### src/rtl/board_irq_pkg.sv
// Constants and carrier types for the board interrupt and reset logic
package board_irq_pkg;

  // ----------------------------------------------------------------
  // Register bus
  // ----------------------------------------------------------------
  localparam int ADDR_W = 12;
  localparam int DATA_W = 8;

  localparam logic [11:0] OFS_NMI_SEL_A   = 12'h0140;
  localparam logic [11:0] OFS_NMI_SEL_B   = 12'h0150;
  localparam logic [11:0] OFS_NMI_STAT_A  = 12'h0160;
  localparam logic [11:0] OFS_NMI_STAT_B  = 12'h0170;
  localparam logic [11:0] OFS_MASK        = 12'h0180;
  localparam logic [11:0] OFS_CLR_TIMEOUT = 12'h0190;
  localparam logic [11:0] OFS_CLR_TIMER   = 12'h01A0;
  localparam logic [11:0] OFS_IRQA_SEL    = 12'h0200;
  localparam logic [11:0] OFS_IRQB_SEL    = 12'h0210;
  localparam logic [11:0] OFS_IRQA_STAT   = 12'h0220;
  localparam logic [11:0] OFS_IRQB_STAT   = 12'h0230;

  // ----------------------------------------------------------------
  // Field positions
  // ----------------------------------------------------------------
  localparam int NSA_UART1   = 0;
  localparam int NSA_UART2   = 1;
  localparam int NSA_PRT     = 2;
  localparam int NSA_ISA     = 3;
  localparam int NSA_W       = 4;
  localparam int NSB_EXT     = 0;
  localparam int NSB_TIMEOUT = 1;
  localparam int NSB_TIMER   = 2;
  localparam int NSB_W       = 3;
  localparam int MSK_NMI     = 0;
  localparam int MSK_IRQA    = 1;
  localparam int MSK_IRQB    = 2;
  localparam int MSK_W       = 3;
  localparam int IA_UART1    = 0;
  localparam int IA_ISA      = 1;
  localparam int IA_PRT      = 2;
  localparam int IA_W        = 3;
  localparam int IB_TIMER    = 0;
  localparam int IB_TIMEOUT  = 1;
  localparam int IB_W        = 2;

  // ----------------------------------------------------------------
  // Reset values and timing
  // ----------------------------------------------------------------
  localparam logic [NSA_W-1:0] NSA_RESET  = 4'h0;
  localparam logic [NSB_W-1:0] NSB_RESET  = 3'h0;
  localparam logic [MSK_W-1:0] MSK_RESET  = 3'h0;
  localparam logic [IA_W-1:0]  IA_RESET   = 3'h0;
  localparam logic [IB_W-1:0]  IB_RESET   = 2'h0;
  localparam int               TIMEOUT_CLKS = 1024;
  localparam int               SYNC_W       = 12;

  // ----------------------------------------------------------------
  // Carriers, all active high after pin conversion
  // ----------------------------------------------------------------
  typedef struct packed {
    logic romem_rst;
    logic rear_sw;
    logic socket_sw;
    logic isa_rst;
  } rst_src_t;

  typedef struct packed {
    logic uart1;
    logic uart2;
    logic prt;
    logic isa_com;
    logic timer;
    logic ext;
    logic romem_nmi;
    logic nmi_push_switch;
  } irq_src_t;

  typedef enum logic [1:0] {
    TO_IDLE,
    TO_COUNT,
    TO_WAIT_END
  } timeout_state_t;

endpackage : board_irq_pkg

### src/rtl/board_irq_reset.sv
// Board interrupt routing, ready time-out and reset generation
`timescale 1ns/1ps
module board_irq_reset #(
  parameter int TIMEOUT_CLKS = board_irq_pkg::TIMEOUT_CLKS
) (
  input  wire logic                            i_clk,
  input  wire logic                            i_resetn,
  input  wire logic [board_irq_pkg::ADDR_W-1:0] i_addr,
  input  wire logic [board_irq_pkg::DATA_W-1:0] i_wr_data,
  input  wire logic                            i_wr,
  input  wire logic                            i_rd,
  output logic      [board_irq_pkg::DATA_W-1:0] o_rd_data,
  input  wire logic                            i_uart1_irq,
  input  wire logic                            i_uart2_irq,
  input  wire logic                            i_prt_irq,
  input  wire logic                            i_isa_com_irq,
  input  wire logic                            i_timer_out,
  input  wire logic                            i_ext_irq_n,
  input  wire logic                            i_romem_nmi_n,
  input  wire logic                            i_nmi_push_switch,
  input  wire logic                            i_romem_reset_n,
  input  wire logic                            i_rear_reset_switch,
  input  wire logic                            i_socket_reset_switch,
  input  wire logic                            i_isa_reset_req,
  input  wire logic                            i_bus_cycle_active,
  output logic                                 o_nmi,
  output logic                                 o_maskable_irq_a,
  output logic                                 o_maskable_irq_b,
  output logic                                 o_cpu_ext_irq_n,
  output logic                                 o_cpu_reset_n,
  output logic                                 o_ext_reset_n,
  output logic                                 o_force_ready,
  output logic                                 o_timeout_led
);

  // ----------------------------------------------------------------
  // Pin synchronisation
  // ----------------------------------------------------------------
  board_irq_pkg::rst_src_t rst_raw;
  board_irq_pkg::irq_src_t irq_raw;
  board_irq_pkg::rst_src_t rst_s;
  board_irq_pkg::irq_src_t irq_s;
  logic [board_irq_pkg::SYNC_W-1:0] sync_out;

  always_comb begin
    rst_raw.romem_rst = ~i_romem_reset_n;
    rst_raw.rear_sw   = i_rear_reset_switch;
    rst_raw.socket_sw = i_socket_reset_switch;
    rst_raw.isa_rst   = i_isa_reset_req;
    irq_raw.uart1     = i_uart1_irq;
    irq_raw.uart2     = i_uart2_irq;
    irq_raw.prt       = i_prt_irq;
    irq_raw.isa_com   = i_isa_com_irq;
    irq_raw.timer     = i_timer_out;
    irq_raw.ext       = ~i_ext_irq_n;
    irq_raw.romem_nmi = ~i_romem_nmi_n;
    irq_raw.nmi_push_switch    = i_nmi_push_switch;
  end

  input_sync3 #(
    .WIDTH (board_irq_pkg::SYNC_W)
  ) u_sync (
    .i_clk    (i_clk),
    .i_resetn (i_resetn),
    .i_async  ({rst_raw, irq_raw}),
    .o_sync   (sync_out)
  );

  assign {rst_s, irq_s} = sync_out;

  // ----------------------------------------------------------------
  // Reset generation
  // ----------------------------------------------------------------
  logic board_clr_reg;
  logic cpu_reset_n_reg;

  // Any reset source holds the CPU and clears the board registers
  always_ff @(posedge i_clk or negedge i_resetn) begin
    if (!i_resetn) begin
      board_clr_reg   <= 1'b1;
      cpu_reset_n_reg <= 1'b0;
    end else begin
      board_clr_reg   <= |rst_s;
      cpu_reset_n_reg <= ~(|rst_s);
    end
  end

  assign o_cpu_reset_n = cpu_reset_n_reg;
  assign o_ext_reset_n = cpu_reset_n_reg;

  // ----------------------------------------------------------------
  // Register decode
  // ----------------------------------------------------------------
  function automatic logic hit(input logic [board_irq_pkg::ADDR_W-1:0] a,
                               input logic [board_irq_pkg::ADDR_W-1:0] ofs);
    hit = (a == ofs);
  endfunction : hit

  logic [board_irq_pkg::NSA_W-1:0] nmi_sel_a_reg;
  logic [board_irq_pkg::NSB_W-1:0] nmi_sel_b_reg;
  logic [board_irq_pkg::MSK_W-1:0] block_reg;
  logic [board_irq_pkg::IA_W-1:0]  irqa_sel_reg;
  logic [board_irq_pkg::IB_W-1:0]  irqb_sel_reg;
  logic                            clr_timeout;
  logic                            clr_timer;

  assign clr_timeout = i_wr & hit(i_addr, board_irq_pkg::OFS_CLR_TIMEOUT);
  assign clr_timer   = i_wr & hit(i_addr, board_irq_pkg::OFS_CLR_TIMER);

  // Select registers; all three bits of select port B are writable, higher write data bits are dropped
  always_ff @(posedge i_clk or negedge i_resetn) begin
    if (!i_resetn) begin
      nmi_sel_a_reg <= board_irq_pkg::NSA_RESET;
      nmi_sel_b_reg <= board_irq_pkg::NSB_RESET;
      irqa_sel_reg  <= board_irq_pkg::IA_RESET;
      irqb_sel_reg  <= board_irq_pkg::IB_RESET;
    end else if (board_clr_reg) begin
      nmi_sel_a_reg <= board_irq_pkg::NSA_RESET;
      nmi_sel_b_reg <= board_irq_pkg::NSB_RESET;
      irqa_sel_reg  <= board_irq_pkg::IA_RESET;
      irqb_sel_reg  <= board_irq_pkg::IB_RESET;
    end else if (i_wr) begin
      if (hit(i_addr, board_irq_pkg::OFS_NMI_SEL_A)) begin
        nmi_sel_a_reg <= i_wr_data[board_irq_pkg::NSA_W-1:0];
      end
      if (hit(i_addr, board_irq_pkg::OFS_NMI_SEL_B)) begin
        nmi_sel_b_reg <= i_wr_data[board_irq_pkg::NSB_W-1:0];
      end
      if (hit(i_addr, board_irq_pkg::OFS_IRQA_SEL)) begin
        irqa_sel_reg <= i_wr_data[board_irq_pkg::IA_W-1:0];
      end
      if (hit(i_addr, board_irq_pkg::OFS_IRQB_SEL)) begin
        irqb_sel_reg <= i_wr_data[board_irq_pkg::IB_W-1:0];
      end
    end
  end

  // Final block bits for the three outputs
  always_ff @(posedge i_clk or negedge i_resetn) begin
    if (!i_resetn) begin
      block_reg <= board_irq_pkg::MSK_RESET;
    end else if (board_clr_reg) begin
      block_reg <= board_irq_pkg::MSK_RESET;
    end else if (i_wr && hit(i_addr, board_irq_pkg::OFS_MASK)) begin
      block_reg <= i_wr_data[board_irq_pkg::MSK_W-1:0];
    end
  end

  // ----------------------------------------------------------------
  // Ready time-out
  // ----------------------------------------------------------------
  localparam int CNT_W = $clog2(TIMEOUT_CLKS + 1);
  localparam logic [CNT_W-1:0] CNT_LAST = CNT_W'(TIMEOUT_CLKS - 1);

  board_irq_pkg::timeout_state_t to_state_reg;
  logic [CNT_W-1:0]              to_cnt_reg;
  logic                          force_ready_reg;
  logic                          timeout_req_reg;

  // Counts one continuous bus cycle; fires once, then waits for the cycle to end
  always_ff @(posedge i_clk or negedge i_resetn) begin
    if (!i_resetn) begin
      to_state_reg    <= board_irq_pkg::TO_IDLE;
      to_cnt_reg      <= '0;
      force_ready_reg <= 1'b0;
    end else begin
      force_ready_reg <= 1'b0;
      case (to_state_reg)
        board_irq_pkg::TO_IDLE: begin
          to_cnt_reg <= '0;
          if (i_bus_cycle_active) begin
            to_state_reg <= board_irq_pkg::TO_COUNT;
            to_cnt_reg   <= CNT_W'(1);
          end
        end
        board_irq_pkg::TO_COUNT: begin
          if (!i_bus_cycle_active) begin
            to_state_reg <= board_irq_pkg::TO_IDLE;
            to_cnt_reg   <= '0;
          end else if (to_cnt_reg == CNT_LAST) begin
            to_state_reg    <= board_irq_pkg::TO_WAIT_END;
            force_ready_reg <= 1'b1;
          end else begin
            to_cnt_reg <= to_cnt_reg + CNT_W'(1);
          end
        end
        board_irq_pkg::TO_WAIT_END: begin
          if (!i_bus_cycle_active) begin
            to_state_reg <= board_irq_pkg::TO_IDLE;
            to_cnt_reg   <= '0;
          end
        end
        default: begin
          to_state_reg <= board_irq_pkg::TO_IDLE;
        end
      endcase
    end
  end

  assign o_force_ready = force_ready_reg;

  // Latched time-out request; a new event wins over a clear in the same cycle
  always_ff @(posedge i_clk or negedge i_resetn) begin
    if (!i_resetn) begin
      timeout_req_reg <= 1'b0;
    end else if (force_ready_reg) begin
      timeout_req_reg <= 1'b1;
    end else if (clr_timeout || board_clr_reg) begin
      timeout_req_reg <= 1'b0;
    end
  end

  assign o_timeout_led = timeout_req_reg;

  // ----------------------------------------------------------------
  // Interval timer latch
  // ----------------------------------------------------------------
  logic timer_prev_reg;
  logic timer_req_reg;
  logic timer_rise;

  assign timer_rise = irq_s.timer & ~timer_prev_reg;

  always_ff @(posedge i_clk or negedge i_resetn) begin
    if (!i_resetn) begin
      timer_prev_reg <= 1'b0;
    end else begin
      timer_prev_reg <= irq_s.timer;
    end
  end

  always_ff @(posedge i_clk or negedge i_resetn) begin
    if (!i_resetn) begin
      timer_req_reg <= 1'b0;
    end else if (timer_rise) begin
      timer_req_reg <= 1'b1;
    end else if (clr_timer || board_clr_reg) begin
      timer_req_reg <= 1'b0;
    end
  end

  // ----------------------------------------------------------------
  // Raw status and routing
  // ----------------------------------------------------------------
  logic [board_irq_pkg::NSA_W-1:0] stat_a;
  logic [board_irq_pkg::NSB_W-1:0] stat_b;
  logic [board_irq_pkg::IA_W-1:0]  stat_irqa;
  logic [board_irq_pkg::IB_W-1:0]  stat_irqb;

  always_comb begin
    stat_a = '0;
    stat_b = '0;
    stat_irqa = '0;
    stat_irqb = '0;
    stat_a[board_irq_pkg::NSA_UART1]   = irq_s.uart1;
    stat_a[board_irq_pkg::NSA_UART2]   = irq_s.uart2;
    stat_a[board_irq_pkg::NSA_PRT]     = irq_s.prt;
    stat_a[board_irq_pkg::NSA_ISA]     = irq_s.isa_com;
    stat_b[board_irq_pkg::NSB_EXT]     = irq_s.ext;
    stat_b[board_irq_pkg::NSB_TIMEOUT] = timeout_req_reg;
    stat_b[board_irq_pkg::NSB_TIMER]   = timer_req_reg;
    stat_irqa[board_irq_pkg::IA_UART1] = irq_s.uart1;
    stat_irqa[board_irq_pkg::IA_ISA]   = irq_s.isa_com;
    stat_irqa[board_irq_pkg::IA_PRT]   = irq_s.prt;
    stat_irqb[board_irq_pkg::IB_TIMER]   = timer_req_reg;
    stat_irqb[board_irq_pkg::IB_TIMEOUT] = timeout_req_reg;
  end

  logic nmi_reg;
  logic irq_a_reg;
  logic irq_b_reg;
  logic ext_irq_n_reg;

  // Enabled sources OR the fixed NMI sources (NMI only), then the block bit, then a flip-flop
  always_ff @(posedge i_clk or negedge i_resetn) begin
    if (!i_resetn) begin
      nmi_reg   <= 1'b0;
      irq_a_reg <= 1'b0;
      irq_b_reg <= 1'b0;
    end else begin
      nmi_reg   <= ~block_reg[board_irq_pkg::MSK_NMI] &
                   ((|(stat_a & nmi_sel_a_reg)) |
                    (|(stat_b & nmi_sel_b_reg)) |
                    irq_s.romem_nmi | irq_s.nmi_push_switch);
      irq_a_reg <= ~block_reg[board_irq_pkg::MSK_IRQA] &
                   (|(stat_irqa & irqa_sel_reg));
      irq_b_reg <= ~block_reg[board_irq_pkg::MSK_IRQB] &
                   (|(stat_irqb & irqb_sel_reg));
    end
  end

  // Buffered copy of the expansion interrupt toward the CPU input
  always_ff @(posedge i_clk or negedge i_resetn) begin
    if (!i_resetn) begin
      ext_irq_n_reg <= 1'b1;
    end else begin
      ext_irq_n_reg <= ~irq_s.ext;
    end
  end

  assign o_nmi            = nmi_reg;
  assign o_maskable_irq_a = irq_a_reg;
  assign o_maskable_irq_b = irq_b_reg;
  assign o_cpu_ext_irq_n  = ext_irq_n_reg;

  // ----------------------------------------------------------------
  // Read port: data stands only in the cycle after the strobe
  // ----------------------------------------------------------------
  localparam int DATA_W = board_irq_pkg::DATA_W;

  logic [board_irq_pkg::DATA_W-1:0] rd_next;
  logic [board_irq_pkg::DATA_W-1:0] rd_data_reg;

  always_comb begin
    rd_next = '0;
    if (i_rd) begin
      case (i_addr)
        board_irq_pkg::OFS_NMI_SEL_A:  rd_next = DATA_W'(nmi_sel_a_reg);
        board_irq_pkg::OFS_NMI_SEL_B:  rd_next = DATA_W'(nmi_sel_b_reg);
        board_irq_pkg::OFS_NMI_STAT_A: rd_next = DATA_W'(stat_a);
        board_irq_pkg::OFS_NMI_STAT_B: rd_next = DATA_W'(stat_b);
        board_irq_pkg::OFS_MASK:       rd_next = DATA_W'(block_reg);
        board_irq_pkg::OFS_IRQA_SEL:   rd_next = DATA_W'(irqa_sel_reg);
        board_irq_pkg::OFS_IRQB_SEL:   rd_next = DATA_W'(irqb_sel_reg);
        board_irq_pkg::OFS_IRQA_STAT:  rd_next = DATA_W'(stat_irqa);
        board_irq_pkg::OFS_IRQB_STAT:  rd_next = DATA_W'(stat_irqb);
        default:                       rd_next = '0;
      endcase
    end
  end

  always_ff @(posedge i_clk or negedge i_resetn) begin
    if (!i_resetn) begin
      rd_data_reg <= '0;
    end else begin
      rd_data_reg <= rd_next;
    end
  end

  assign o_rd_data = rd_data_reg;

endmodule : board_irq_reset

### src/rtl/input_sync3.sv
// Three-stage input synchroniser with agreement filter
`timescale 1ns/1ps
module input_sync3 #(
  parameter int WIDTH = 1
) (
  input  wire logic             i_clk,
  input  wire logic             i_resetn,
  input  wire logic [WIDTH-1:0] i_async,
  output logic      [WIDTH-1:0] o_sync
);

  genvar g;
  generate
    for (g = 0; g < WIDTH; g++) begin : g_bit
      logic s1_reg;
      logic s2_reg;
      logic s3_reg;
      logic out_reg;

      always_ff @(posedge i_clk or negedge i_resetn) begin
        if (!i_resetn) begin
          s1_reg <= 1'b0;
          s2_reg <= 1'b0;
          s3_reg <= 1'b0;
        end else begin
          s1_reg <= i_async[g];
          s2_reg <= s1_reg;
          s3_reg <= s2_reg;
        end
      end

      // A change is accepted once stages two and three agree
      always_ff @(posedge i_clk or negedge i_resetn) begin
        if (!i_resetn) begin
          out_reg <= 1'b0;
        end else if (s2_reg == s3_reg) begin
          out_reg <= s3_reg;
        end
      end

      assign o_sync[g] = out_reg;
    end
  endgenerate

endmodule : input_sync3

### config.mk
export PLATFORM = sky130hd
export DESIGN_NAME = board_irq_reset
export DESIGN_NICKNAME = d
export VERILOG_FILES = /design/src/rtl/board_irq_pkg.sv /design/src/rtl/board_irq_reset.sv /design/src/rtl/input_sync3.sv
export SDC_FILE = /design/constraint.sdc
export NUM_CORES = 1
export LEC_CHECK = 0
export BUFFER_PORTS_ARGS = -buffer_cell sky130_fd_sc_hd__buf_4
export CELL_PAD_IN_SITES_DETAIL_PLACEMENT = 1
export CELL_PAD_IN_SITES_GLOBAL_PLACEMENT = 1
export CORE_UTILIZATION = 28
export CTS_CLUSTER_SIZE = 24
export DETAILED_ROUTE_END_ITERATION = 8
export PLACE_DENSITY_LB_ADDON = 0.12
export SYNTH_ARGS = -nofsm -noshare
export SYNTH_HDL_FRONTEND = slang
export SYNTH_HIERARCHICAL = 1
export SYNTH_SLANG_ARGS = --single-unit
export TNS_END_PERCENT = 100
### constraint.sdc
create_clock -name i_clk -period 2.8 [get_ports i_clk]
set_input_delay 0.14 -clock i_clk [delete_from_list [all_inputs] [get_ports i_clk]]
set_output_delay 0.14 -clock i_clk [all_outputs]
set_load 0.01 [all_outputs]
### Word level (Yosys, flattened, before mapping)

Index checks and enable logic that the tools add are counted.

* register bits: 94
* output and inout port bits: 16
* input bits: 37
* word-level logic and storage cells: 176

* bitwise logic cells: 22
* muxes and demuxes: 33
* add/sub/neg operators: 1
* equality and inequality tests: 30
* reductions and logical operators: 24

Operator list (number)
* $eq 12x9->1 const B: 7
* $eq 12x10->1 const B: 4
* $pmux 4 s9: 1
* $mux 11: 3
* $pmux 11 s3: 1
* $mux 3: 8
* $mux 4: 4
* $reduce_bool 2->1: 8
* $mux 2: 7
* $eq 1x1->1: 12
* $add 11x1->11 const B: 1
* $eq 11x10->1 const B: 1
* $not 1->1: 9
* $mux 1: 8
* $reduce_and 2->1: 4
* $reduce_or 4->1: 2
* $and 1x1->1: 6
* $and 3x3->3: 2
* $ne 3x3->1 const B: 2
* $pmux 2 s3: 1
* $reduce_and 3->1: 2
* $reduce_or 3->1: 2
* $and 4x4->4: 1
* $ne 2x2->1 const B: 2
* 9 further kinds: 12

### Longest topological paths before layout

Gate-level depths: netlist of the first run.

* depth in word-level cells: 6
* gate-level depth with buffers: 7

### Hierarchy

The synthesis of the first run kept the hierarchy.

Modules (own cells, without submodules)
* board_irq_reset: times used 1, cells an instance 272, area an instance 2466.1 um2, seq. area each 1053.5 um2
* input_sync3: times used 1, cells an instance 72, area an instance 1426.4 um2, seq. area each 1201.2 um2

### Worst setup path after synthesis of the first run

No wires, ideal clock.

* path kind: register -> register
* from: reg to_cnt_reg[0]
* to: reg to_cnt_reg[8]
* stages on the path, launching flop included: 8
* buffers on the path: 2
* path slack: 1034 ps
* library setup time: 133 ps
* data arrival time: 1633 ps
* path through: dfrtp_1 ha_1 and4_1 clkbuf_1 and4_1 buf_2 o31ai_1 o41ai_1

* cells in the longest elaborated chain, start to end: 4
* elaborated cells between the ends (all ways): 7
* classes of those cells: add/sub (1); eq/ne (2); mux (3); reduce/logical (1)

Ends and longest elaborated chain
* from (decl): line board_irq_reset.sv:156 `logic [CNT_W-1:0] to_cnt_reg;`
* from (signal assigned): line board_irq_reset.sv:184 `to_cnt_reg <= to_cnt_reg + CNT_W'(1);`
* $add 11x1->11: line board_irq_reset.sv:184
* $mux 11: line board_irq_reset.sv:180 `end else if (to_cnt_reg == CNT_LAST) begin`
* $mux 11: line board_irq_reset.sv:177 `if (!i_bus_cycle_active) begin`
* $pmux 11 s3: line board_irq_reset.sv:168 `case (to_state_reg)`

Several ways; a longest one is shown, not always the timed one. The select of a mux whose other input is x is not followed.
A chain may end at the register's enable or synchronous reset.

### Worst setup path in the final report of the first run

* from: reg to_state_reg[1]
* to: reg to_cnt_reg[8]

* cells in the longest elaborated chain, start to end: 3
* elaborated cells between the ends (all ways): 8
* classes of those cells: eq/ne (4); mux (1); reduce/logical (3)

Ends and longest elaborated chain
* from (decl): line board_irq_reset.sv:155 `board_irq_pkg::timeout_state_t to_state_reg;`
* from (signal assigned): line board_irq_reset.sv:163 `to_state_reg <= board_irq_pkg::TO_IDLE;`
* from (signal assigned): line board_irq_reset.sv:172 `to_state_reg <= board_irq_pkg::TO_COUNT;`
* from (signal assigned): line board_irq_reset.sv:178 `to_state_reg <= board_irq_pkg::TO_IDLE;`
* $eq 2x1->1, or another cell as far along: line board_irq_reset.sv:168
* $ne 3x3->1 (no line), or another cell as far along
* $reduce_and 3->1 (no line)

Several ways; a longest one is shown, not always the timed one.

==> results.json, run 1 <==
{
  "avgSynthCellArea_sq_um": 11.3,
  "multi_input_area_sq_mm": 0.00136,
  "cpPeakStageDelay_ps": 420,
  "yosysSeqAreaShare_pct": 57.9,
  "start_util_pct": 29.0,
  "dieHeight_um": 120,
  "fmax_mhz": 478,
  "synth_edf_count": 0,
  "most-common-layout-cells": "88 x dfrtp_1, 48 x buf_4, 27 x nand3_1",
  "endpoint_kind": "register",
  "fin_crit_sh_pct": 74.8,
  "crit_buf_inv": 1,
  "drtPass1Iterations": 4,
  "grt_max_degree": 52,
  "worstPathMaxFanout": 10,
  "hpwl_um": 6280,
  "vdd_drop_max_mv": 0.200,
  "cp.arrival_ps": 2330,
  "finalClockSkew_ps": 5.96,
  "p_leak_uw": 0.00199,
  "rsz0062_at_grt": "no",
  "yosysTopAreaCell": "dfrtp_1",
  "row_count": 42,
  "area_delta_synth_final_pct": 20.1,
  "grt_overflow_total": 0,
  "crit_path_start_kind": "register",
  "clk_latency_ps": 340,
  "async_flop_share_pct": 100,
  "vias_per_cell": 4.93,
  "synth_cells": 344,
  "ant_nets": 0,
  "crit_family": "simple AND/OR/NAND/NOR gates",
  "nNetsFinal": 429,
  "fill_cells": 1475,
  "slowest_stage": "dfrtp_1",
  "cts_tree": "yes",
  "hold_violations": 0,
  "outcome": "finished, final reports clean",
  "dieArea_sq_mm": 0.0144,
  "tns_ps": 0,
  "ys_types": 54,
  "max_slew_margin_pct": 56.3,
  "via_count": 2803,
  "path_cells": "inv_1 > ha_1 > nand3_1 > nor2_1 > nand2_1 > o41ai_1",
  "clk_pin_slew_ps": 60,
  "yosys_register_bits": 90,
  "drv_cap": 0,
  "yosys.area.top_type_share_pct": 56.6,
  "required_ps": 3040,
  "synth.area.top_cells": "dfrtp_1 57%, buf_4 3.5%, nand3_1 3.5%",
  "finalPower_uw": 2830,
  "dpl-instance-area_sq_mm": 0.00427,
  "core_sq_mm": 0.0134,
  "port_buffers": 44,
  "drive_above_1_share_pct": 22.7,
  "critPathKind": "register to register",
  "fp.dieW_um": 120,
  "n_antenna_cell": 0,
  "cts_inserted_buffers": 9,
  "finalInstanceArea_sq_mm": 0.00467,
  "ios": 53,
  "routedWlPerCell_um": 15.9,
  "grt_first_pass_wirelength_um": 15300,
  "max_slew.worst_pin.slew_ps": 655,
  "finalWirelength_um": 9020,
  "first_iter_violations": 83,
  "ff_latch_area_sq_mm": 0.00225,
  "drv_slew": 0,
  "setup_viol": 0,
  "period_needed_ps": 2090,
  "layout_commonest_cell": "dfrtp_1",
  "gp_congestion": 0.833,
  "grt_use_total_pct": 13.8,
  "clock_sink_count": 90,
  "antenna_found_initial": 0,
  "synthesis.area_sq_mm": 0.00389,
  "cts_max_level": 3,
  "power.density_mw_per_mm2": 605,
  "grt_pass1_vias": 2936,
  "ctsRootBufferMaster": "clkbuf_16",
  "yosysWarnings": 6,
  "drc": 0,
  "cts_buffer_depth": 2,
  "hp-class": "input port to register",
  "ys.flop_type": "dfrtp_1"
}
-- metal layers --
metal | vias up | part of all wire [%] | global-route usage, % | wire length (um)
met2 | 60 | 45 | 20.7 | 4090
met3 | 15 | 3.5 | 2.66 | 314
li1 | 1316 | - | - | -
met1 | 1412 | 49 | 18.8 | 4380
met5 | - | 0 | 0 | 0
met4 | 0 | 2.6 | 7.42 | 231
-- per-stage QoR --
stage	util, %	worst slack, ps	hold WS, ps	std cells
final	34.9	707	40.6	568
after global routing	34.9	520	63.8	568
after CTS	34.9	699	36.5	568
after detailed placement	31.9	711	221	539
after global placement	31.9	780	227	539
after floorplan	-	1030	-156	347
-- cell families (layout without fill, tap and decap cells) --
| group | Yosys count | count (layout) | share of synthesized area (%) |
|---|---|---|---|
| AO/OA/AOI/OAI | 89 | 89 | 14.6 |
| flip-flops | 90 | 90 | 57.9 |
| AND/OR/NAND/NOR | 91 | 91 | 13.9 |
| buffers and inverters | 52 | 97 | 7.39 |
| other | 1 | 4 | 0.0963 |
| multiplexers | 4 | 4 | 1.06 |
| adder cells (fa/ha/maj) | 17 | 17 | 5.08 |
-- area by class of cell --
type                            count  share of cell area (%)
Clock inverter                      5                   0.830
Multi-Input combinational cell    205                    29.1
Inverter                           20                    1.61
Clock buffer                       11                    4.98
Sequential cell                    90                    48.2
Timing Repair Buffer               61                    10.5
Tap cell                          176                    4.71
-- final timing paths --
kind,start,end,slack [ps],cells after the start
min reg2reg,u_sync/g_bit[8].s1_reg$_DFF_PN0_,u_sync/g_bit[8].s2_reg$_DFF_PN0_,350,0
max,to_state_reg[1]$_DFFE_PN0P_,to_cnt_reg[8]$_DFFE_PN0P_,710,6
min,i_bus_cycle_active,to_state_reg[1]$_DFFE_PN0P_,40,2
max reg2reg,to_state_reg[1]$_DFFE_PN0P_,to_cnt_reg[8]$_DFFE_PN0P_,710,6
max in group asynchronous,i_resetn,o_cpu_ext_irq_n$_DFF_PN1_,1670,3
min in group asynchronous,i_resetn,o_rd_data[3]$_DFF_PN0_,370,2
-- cell usage after synthesis (2+ instances only) --
| cell | number |
|---|---|
| o31ai_1 | 11 |
| o31a_1 | 2 |
| dfstp_2 | 2 |
| inv_1 | 20 |
| clkbuf_1 | 6 |
| nand3_1 | 27 |
| a211oi_1 | 5 |
| nand2_1 | 11 |
| a41oi_1 | 4 |
| dfrtp_1 | 88 |
| o21ai_0 | 26 |
| nor2b_1 | 2 |
| or3b_2 | 3 |
| nand4b_1 | 2 |
| buf_2 | 6 |
| buf_4 | 18 |
| a22oi_1 | 5 |
| maj3_2 | 12 |
| or2_2 | 5 |
| a21oi_1 | 19 |
| mux2i_1 | 3 |
| a31oi_1 | 4 |
| nor2_1 | 12 |
| ha_1 | 5 |
| and3_1 | 2 |
| nor4_1 | 7 |
| nor3_1 | 6 |
| o41ai_1 | 2 |
| and4_1 | 4 |
-- report_power, final --
group | total, uW | switching (uW) | internal, uW
clock | 1120 | 513 | 608
sequential | 1420 | 52.9 | 1370
combinational | 287 | 160 | 127
total | 2830 | 726 | 2100
-- repair_timing --
| item | CTS | global route |
|---|---|---|
| buffers inserted | 0 | 0 |
| gates resized for setup | 0 | 0 |
| hold endpoints to repair | 59 | 0 |
| hold buffers | 13 | 0 |
-- worst reg2reg max path, cell delays in order (launching register included) --
cell and delay (ps):
dfrtp_1 420, inv_1 100, ha_1 290, nand3_1 380, nor2_1 250, nand2_1 200, o41ai_1 340
No activity file was read; power rests on OpenSTA's default activity.
==> run 2, diff against run 1 <==
--- a/config.mk
+++ b/config.mk
@@ -5,6 +5,7 @@
 export SDC_FILE = /design/constraint.sdc
 export NUM_CORES = 1
 export LEC_CHECK = 0
+export ABC_AREA = 1
 export BUFFER_PORTS_ARGS = -buffer_cell sky130_fd_sc_hd__buf_4
 export CELL_PAD_IN_SITES_DETAIL_PLACEMENT = 1
 export CELL_PAD_IN_SITES_GLOBAL_PLACEMENT = 1
==> constraint.sdc (replaced) <==
create_clock -name i_clk -period 1.8 [get_ports i_clk]
set_input_delay 0.09 -clock i_clk [delete_from_list [all_inputs] [get_ports i_clk]]
set_output_delay 0.09 -clock i_clk [all_outputs]
set_load 0.01 [all_outputs]
==> run 2 against run 1 <==
Net effect:
- flip-flop and latch count is the same
- final cell count grew 22%
- routed wire length grew 0.23%
- fmax grew 31%
- die area grew 2.7%
- cell area grew 6.5%
- global-route usage grew 0.14 points
- sequential share of layout area shrank 2.9 points
- via count grew 9.4%
==> results.json, run 2 <==
{
  "async_flop_share_pct": 100,
  "yosys.cell_count.top_type": "nand2_1",
  "drive_above_1_share_pct": 18.8,
  "drv_cap": 0,
  "rsz0062_at_grt": "no",
  "cp.arrival_ps": 1830,
  "yosysSeqAreaShare_pct": 56.4,
  "worstPathMaxFanout": 22,
  "ctsRootBufferMaster": "clkbuf_16",
  "yosys_register_bits": 90,
  "core_sq_mm": 0.0139,
  "ios": 53,
  "area_delta_synth_final_pct": 24.5,
  "gp_congestion": 0.824,
  "most-common-layout-cells": "104 x nand2_1, 88 x dfrtp_1, 58 x nor2_1",
  "row_count": 43,
  "max_slew.worst_pin.slew_ps": 591,
  "finalWirelength_um": 9040,
  "n_antenna_cell": 0,
  "crit_path_start_kind": "register",
  "crit_family": "simple AND/OR/NAND/NOR gates",
  "ys_types": 32,
  "max_slew_margin_pct": 60.4,
  "clock_sink_count": 90,
  "synth.area.top_cells": "dfrtp_1 55%, nand2_1 9.8%, nor2_1 5.4%",
  "nNetsFinal": 552,
  "yosysWarnings": 6,
  "avgSynthCellArea_sq_um": 8.88,
  "grt_overflow_total": 0,
  "dieArea_sq_mm": 0.0148,
  "dpl-instance-area_sq_mm": 0.00447,
  "fin_crit_sh_pct": 89.1,
  "endpoint_kind": "register",
  "hold_violations": 0,
  "cts_buffer_depth": 2,
  "cpPeakStageDelay_ps": 400,
  "grt_pass1_vias": 3290,
  "synth_edf_count": 0,
  "drv_slew": 0,
  "setup_viol": 0,
  "start_util_pct": 28.8,
  "fp.dieW_um": 121,
  "routedWlPerCell_um": 13.0,
  "finalClockSkew_ps": 10.6,
  "power.density_mw_per_mm2": 1040,
  "yosysTopAreaCell": "dfrtp_1",
  "synth_cells": 450,
  "outcome": "finished, final reports clean",
  "finalInstanceArea_sq_mm": 0.00498,
  "clk_latency_ps": 340,
  "slowest_stage": "dfrtp_1",
  "hp-class": "input port to register",
  "vdd_drop_max_mv": 0.421,
  "grt_use_total_pct": 14.0,
  "synthesis.area_sq_mm": 0.00400,
  "tns_ps": 0,
  "crit_buf_inv": 0,
  "port_buffers": 44,
  "first_iter_violations": 109,
  "period_needed_ps": 1600,
  "ys_top_cells_by_count": "104 x nand2_1, 88 x dfrtp_1, 58 x nor2_1",
  "clk_pin_slew_ps": 70,
  "cts_tree": "yes",
  "path_cells": "ha_1 > nand4_2 > nor2_2 > nand3_2 > o21a_4 > nand2_1 > o21ai_2",
  "antenna_found_initial": 0,
  "drc": 0,
  "grt_first_pass_wirelength_um": 15700,
  "critPathKind": "register to register",
  "hold_ws_ps": 111,
  "fmax_mhz": 624,
  "ys.flop_type": "dfrtp_1",
  "cts_max_level": 3,
  "yosys.area.top_type_share_pct": 55.1,
  "dieHeight_um": 121,
  "p_leak_uw": 0.00237,
  "via_count": 3066,
  "vias_per_cell": 4.41,
  "cts_inserted_buffers": 9,
  "drtPass1Iterations": 4,
  "grt_max_degree": 40,
  "layout_commonest_cell": "nand2_1",
  "ant_nets": 0,
  "required_ps": 2030,
  "hpwl_um": 6780
}
-- run 2: cell count changes in the layout (fill, tap and decap cells not counted), sizes merged, moves of 6 or more --
| cell | change |
|---|---|
| nand2 | +95 |
| nor2 | +51 |
| inv | +38 |
| maj3 | -12 |
| o31ai | -11 |
| a21oi | +6 |
-- run 2: repair_timing --
item / 4_1_cts / 5_1_grt
hold buffers: 15 / 0
hold endpoints to repair: 46 / 0
setup buffers: 0 / 0
gates resized for setup: 0 / 0
-- run 2: worst paths after layout --
check / start / end / slack (ps) / cells after the start
worst max-delay path: to_cnt_reg[1]$_DFFE_PN0P_ / to_cnt_reg[8]$_DFFE_PN0P_ / 200 / 7
worst min-delay path: i_wr_data[2] / block_reg[2]$_DFFE_PN0P_ / 110 / 3
worst max register to register: to_cnt_reg[1]$_DFFE_PN0P_ / to_cnt_reg[8]$_DFFE_PN0P_ / 200 / 7
worst min register to register: u_sync/g_bit[7].s1_reg$_DFF_PN0_ / u_sync/g_bit[7].s2_reg$_DFF_PN0_ / 350 / 0
max in group asynchronous: i_resetn / board_clr_reg$_DFF_PN1_ / 950 / 3
min in group asynchronous: i_resetn / o_maskable_irq_b$_DFF_PN0_ / 230 / 2
-- run 2: routing by layer --
layer / global-route usage (%) / routed length, um / share of wire [%]
met4: 4.78 / 112 / 1.2
met2: 23.7 / 4510 / 50
met1: 16.9 / 4120 / 46
met3: 3.99 / 300 / 3.3
met5: 0 / 0 / 0
-- run 2: worst reg2reg max path: stages, from the launching register on --
cell	delay [ps]
dfrtp_1	400
ha_1	240
nand4_2	140
nor2_2	130
nand3_2	100
o21a_4	310
nand2_1	120
o21ai_2	50
-- run 2: logic make-up after synthesis --
| family | share of synthesized area (%) |
|---|---|
| AOI/OAI and AO/OA | 9.77 |
| xor gates and xnor gates | 0.219 |
| DFF | 56.4 |
| buffers and inverters | 9.11 |
| other | 0.0938 |
| adders and majority gates | 1.56 |
| and+or+nand+nor | 22.8 |
-- run 2: layout make-up --
type / count / area, sq um
Fill cell: 1629 / 8900
Sequential cell: 90 / 2250
Multi-Input combinational cell: 287 / 1390
Timing Repair Buffer: 65 / 538
Clock buffer: 9 / 225
Tap cell: 180 / 225
Inverter: 57 / 214
Clock inverter: 7 / 130
-- run 2: report_power, final --
| group | switching (uW) | total [uW] | internal, uW |
|---|---|---|---|
| Sequential | 117 | 2290 | 2170 |
| Clock | 841 | 2230 | 1390 |
| Combinational | 410 | 686 | 276 |
-- run 2: stage by stage --
step | power, uW | std cells | utilization (%) | setup WS, ps
global route | 5470 | 695 | 35.9 | 52.0
detailed placement | 3000 | 664 | 32.2 | 205
finish | 5200 | 695 | 35.9 | 197
floorplan | 2760 | 453 | - | 279
CTS | 5330 | 695 | 35.9 | 166
global placement | 2980 | 664 | 32.2 | 240
==> run 3, diff against run 2 <==
--- a/config.mk
+++ b/config.mk
@@ -7,9 +7,7 @@
 export LEC_CHECK = 0
 export ABC_AREA = 1
 export BUFFER_PORTS_ARGS = -buffer_cell sky130_fd_sc_hd__buf_4
-export CELL_PAD_IN_SITES_DETAIL_PLACEMENT = 1
-export CELL_PAD_IN_SITES_GLOBAL_PLACEMENT = 1
-export CORE_UTILIZATION = 28
+export CORE_UTILIZATION = 50
 export CTS_CLUSTER_SIZE = 24
 export DETAILED_ROUTE_END_ITERATION = 8
 export PLACE_DENSITY_LB_ADDON = 0.12
@@ -17,4 +15,3 @@
 export SYNTH_HDL_FRONTEND = slang
 export SYNTH_HIERARCHICAL = 1
 export SYNTH_SLANG_ARGS = --single-unit
-export TNS_END_PERCENT = 100
==> run 3 against run 2 <==
Net effect:
- the run now ends with DRC left
- total power decreased by 14%
- setup slack improved by 23 ps
- routed wire length decreased by 15%
- sequential power about the same
- flip-flop and latch count unchanged
- utilization increased by 26 points
- fmax increased by 1.4%
- sequential share of layout area increased by 2.2 points
- combinational power decreased by 7.1%
- final cell count decreased by 11%
- die area decreased by 43%
- clock power decreased by 31%
- critical path type unchanged
==> results.json, run 3 (synthesis gave the netlist of run 2 again) <==
{
  "area_delta_synth_final_pct": 18.6,
  "finalWirelength_um": 7710,
  "worstPathMaxFanout": 6,
  "postCtsSetupBuffers": 0,
  "fin_crit_sh_pct": 87.8,
  "critPathKind": "register to register",
  "routedWlPerCell_um": 12.5,
  "r2r_cells": 10,
  "hold_violations": 0,
  "crit_path_start_kind": "register",
  "endpoint_kind": "register",
  "r2r-end": "to_cnt_reg[7]$_DFFE_PN0P_",
  "finalClockSkew_ps": 15.0,
  "slowest_stage": "dfrtp_1",
  "sequentialPowerShare_pct": 51.4,
  "clk_pin_slew_ps": 100,
  "grt_max_degree": 40,
  "core_sq_mm": 0.00773,
  "power_frac_comb_pct": 14.3,
  "cts_buffer_depth": 2,
  "clkPwrFrac_pct": 34.4,
  "p_int_uw": 3220,
  "nNetsFinal": 551,
  "path_cells": "inv_1 > ha_1 > nand2_1 > inv_1 > nand2_1 > clkinv_1 > o21ai_0 > nor2_1 > nand2_1 > o21ai_2",
  "cts_tree": "yes",
  "grt_use_total_pct": 20.5,
  "fmax_mhz": 633,
  "hpwl_um": 5540,
  "fin_cells": 616,
  "clock_sink_count": 90,
  "crit_start": "to_state_reg[1]$_DFFE_PN0P_",
  "r2r-start": "to_state_reg[1]$_DFFE_PN0P_",
  "grt_pass1_vias": 2923,
  "drc": 1,
  "power.density_mw_per_mm2": 940,
  "cts_inserted_buffers": 9,
  "cpPeakStageDelay_ps": 410,
  "vdd_drop_max_mv": 0.552,
  "dieArea_sq_mm": 0.00836,
  "start_util_pct": 51.7,
  "drive_above_1_share_pct": 18.5,
  "ant_nets": 0,
  "crit_top_cell": "nand2_1",
  "grt_first_pass_wirelength_um": 13400,
  "vias_per_cell": 4.84,
  "antenna_found_initial": 0,
  "max_slew_margin_pct": 62.2,
  "dp.cells": 585,
  "sw_frac_of_total_pct": 27.6,
  "finalInstanceArea_sq_mm": 0.00474,
  "row_count": 32,
  "required_ps": 2040,
  "drv_slew": 0,
  "tns_ps": 0,
  "p_leak_uw": 0.00230,
  "grt_overflow_total": 0,
  "netSwitchingPower_uw": 1230,
  "rsz0062_at_grt": "no",
  "n_antenna_cell": 0,
  "clk_latency_ps": 350,
  "fill_cells": 670,
  "dpl-instance-area_sq_mm": 0.00437,
  "crit_path_end": "to_cnt_reg[7]$_DFFE_PN0P_",
  "drv_cap": 0,
  "max_slew.worst_pin.slew_ps": 565,
  "layout_commonest_cell": "nand2_1",
  "ff2ff_setup_slack_ps": 220,
  "cp.arrival_ps": 1820,
  "drtPass1Iterations": 6,
  "port_buffers": 44,
  "finalPower_uw": 4460,
  "period_needed_ps": 1580,
  "fp.dieW_um": 91.4,
  "gp_congestion": 0.884,
  "ios": 53,
  "most-common-layout-cells": "104 x nand2_1, 88 x dfrtp_1, 58 x nor2_1",
  "setup_viol": 0,
  "first_iter_violations": 120,
  "via_count": 2984,
  "dieHeight_um": 91.4,
  "hp-class": "input port to register",
  "cts_max_level": 3,
  "ctsRootBufferMaster": "clkbuf_8",
  "outcome": "finished with violations",
  "failed_checks": "DRC"
}
run 3: layout make-up:
type / count / area (sq um) / area share, %
Clock buffer: 10 / 128 / 2.69
Timing Repair Buffer: 64 / 531 / 11.2
Inverter: 57 / 214 / 4.51
Sequential cell: 90 / 2250 / 47.5
Multi-Input combinational cell: 287 / 1390 / 29.3
Tap cell: 102 / 128 / 2.69
Clock inverter: 6 / 97.6 / 2.06
run 3: how the worst min path moves through the flow:
stage | start | endpoint | slack [ps] | depth (start not counted)
after global placement | i_resetn | u_sync/g_bit[7].s2_reg$_DFF_PN0_ | 100 | 1
final | i_wr_data[2] | nmi_sel_b_reg[2]$_DFFE_PN0P_ | 110 | 3
after detailed placement | i_resetn | u_sync/g_bit[5].out_reg$_DFFE_PN0N_ | 100 | 1
after floorplan | i_resetn | block_reg[0]$_DFFE_PN0P_ | -210 | 0
after global routing | i_wr_data[2] | block_reg[2]$_DFFE_PN0P_ | 120 | 3
after CTS | i_wr_data[2] | block_reg[2]$_DFFE_PN0P_ | 110 | 3
run 3: timing repair:
action	in CTS	in global routing
hold buffers	15	0
endpoints found under the hold margin	51	0
endpoints found under the setup margin	0	0
resized for setup	0	0
run 3: worst max-delay path, delay by kind of cell (launching register included):
family	cells	cell delay [ps]
fa+ha+maj	1	180
compound gates	2	170
simple gates	4	370
flops	1	410
buf+inv	3	330
run 3: power groups by stage:
| stage | Clock, uW | Combinational [uW] | Sequential [uW] |
|---|---|---|---|
| 3_3_place_gp | 0 | 598 | 2320 |
| 2_1_floorplan | 0 | 470 | 2290 |
| 4_1_cts | 1580 | 643 | 2290 |
| 3_5_place_dp | 0 | 617 | 2330 |
| 6_report | 1530 | 637 | 2290 |
| 5_1_grt | 1660 | 725 | 2310 |
run 3: per-stage QoR:
step	worst slack, ps	utilization, %	hold slack (ps)
after floorplan	279	-	-206
after global placement	258	56.5	103
after detailed placement	248	56.5	97.2
after CTS	204	61.4	109
after global routing	105	61.4	121
final	219	61.4	112
run 3: per-layer routing:
layer  vias up  routed length (um)  global-route usage (%)
met2        75                3620                    32.8
met3         8                 357                    5.03
met4         0                 120                    7.41
met1      1372                3610                    27.2
met5         -                   0                       0
li1       1529                   -                       -
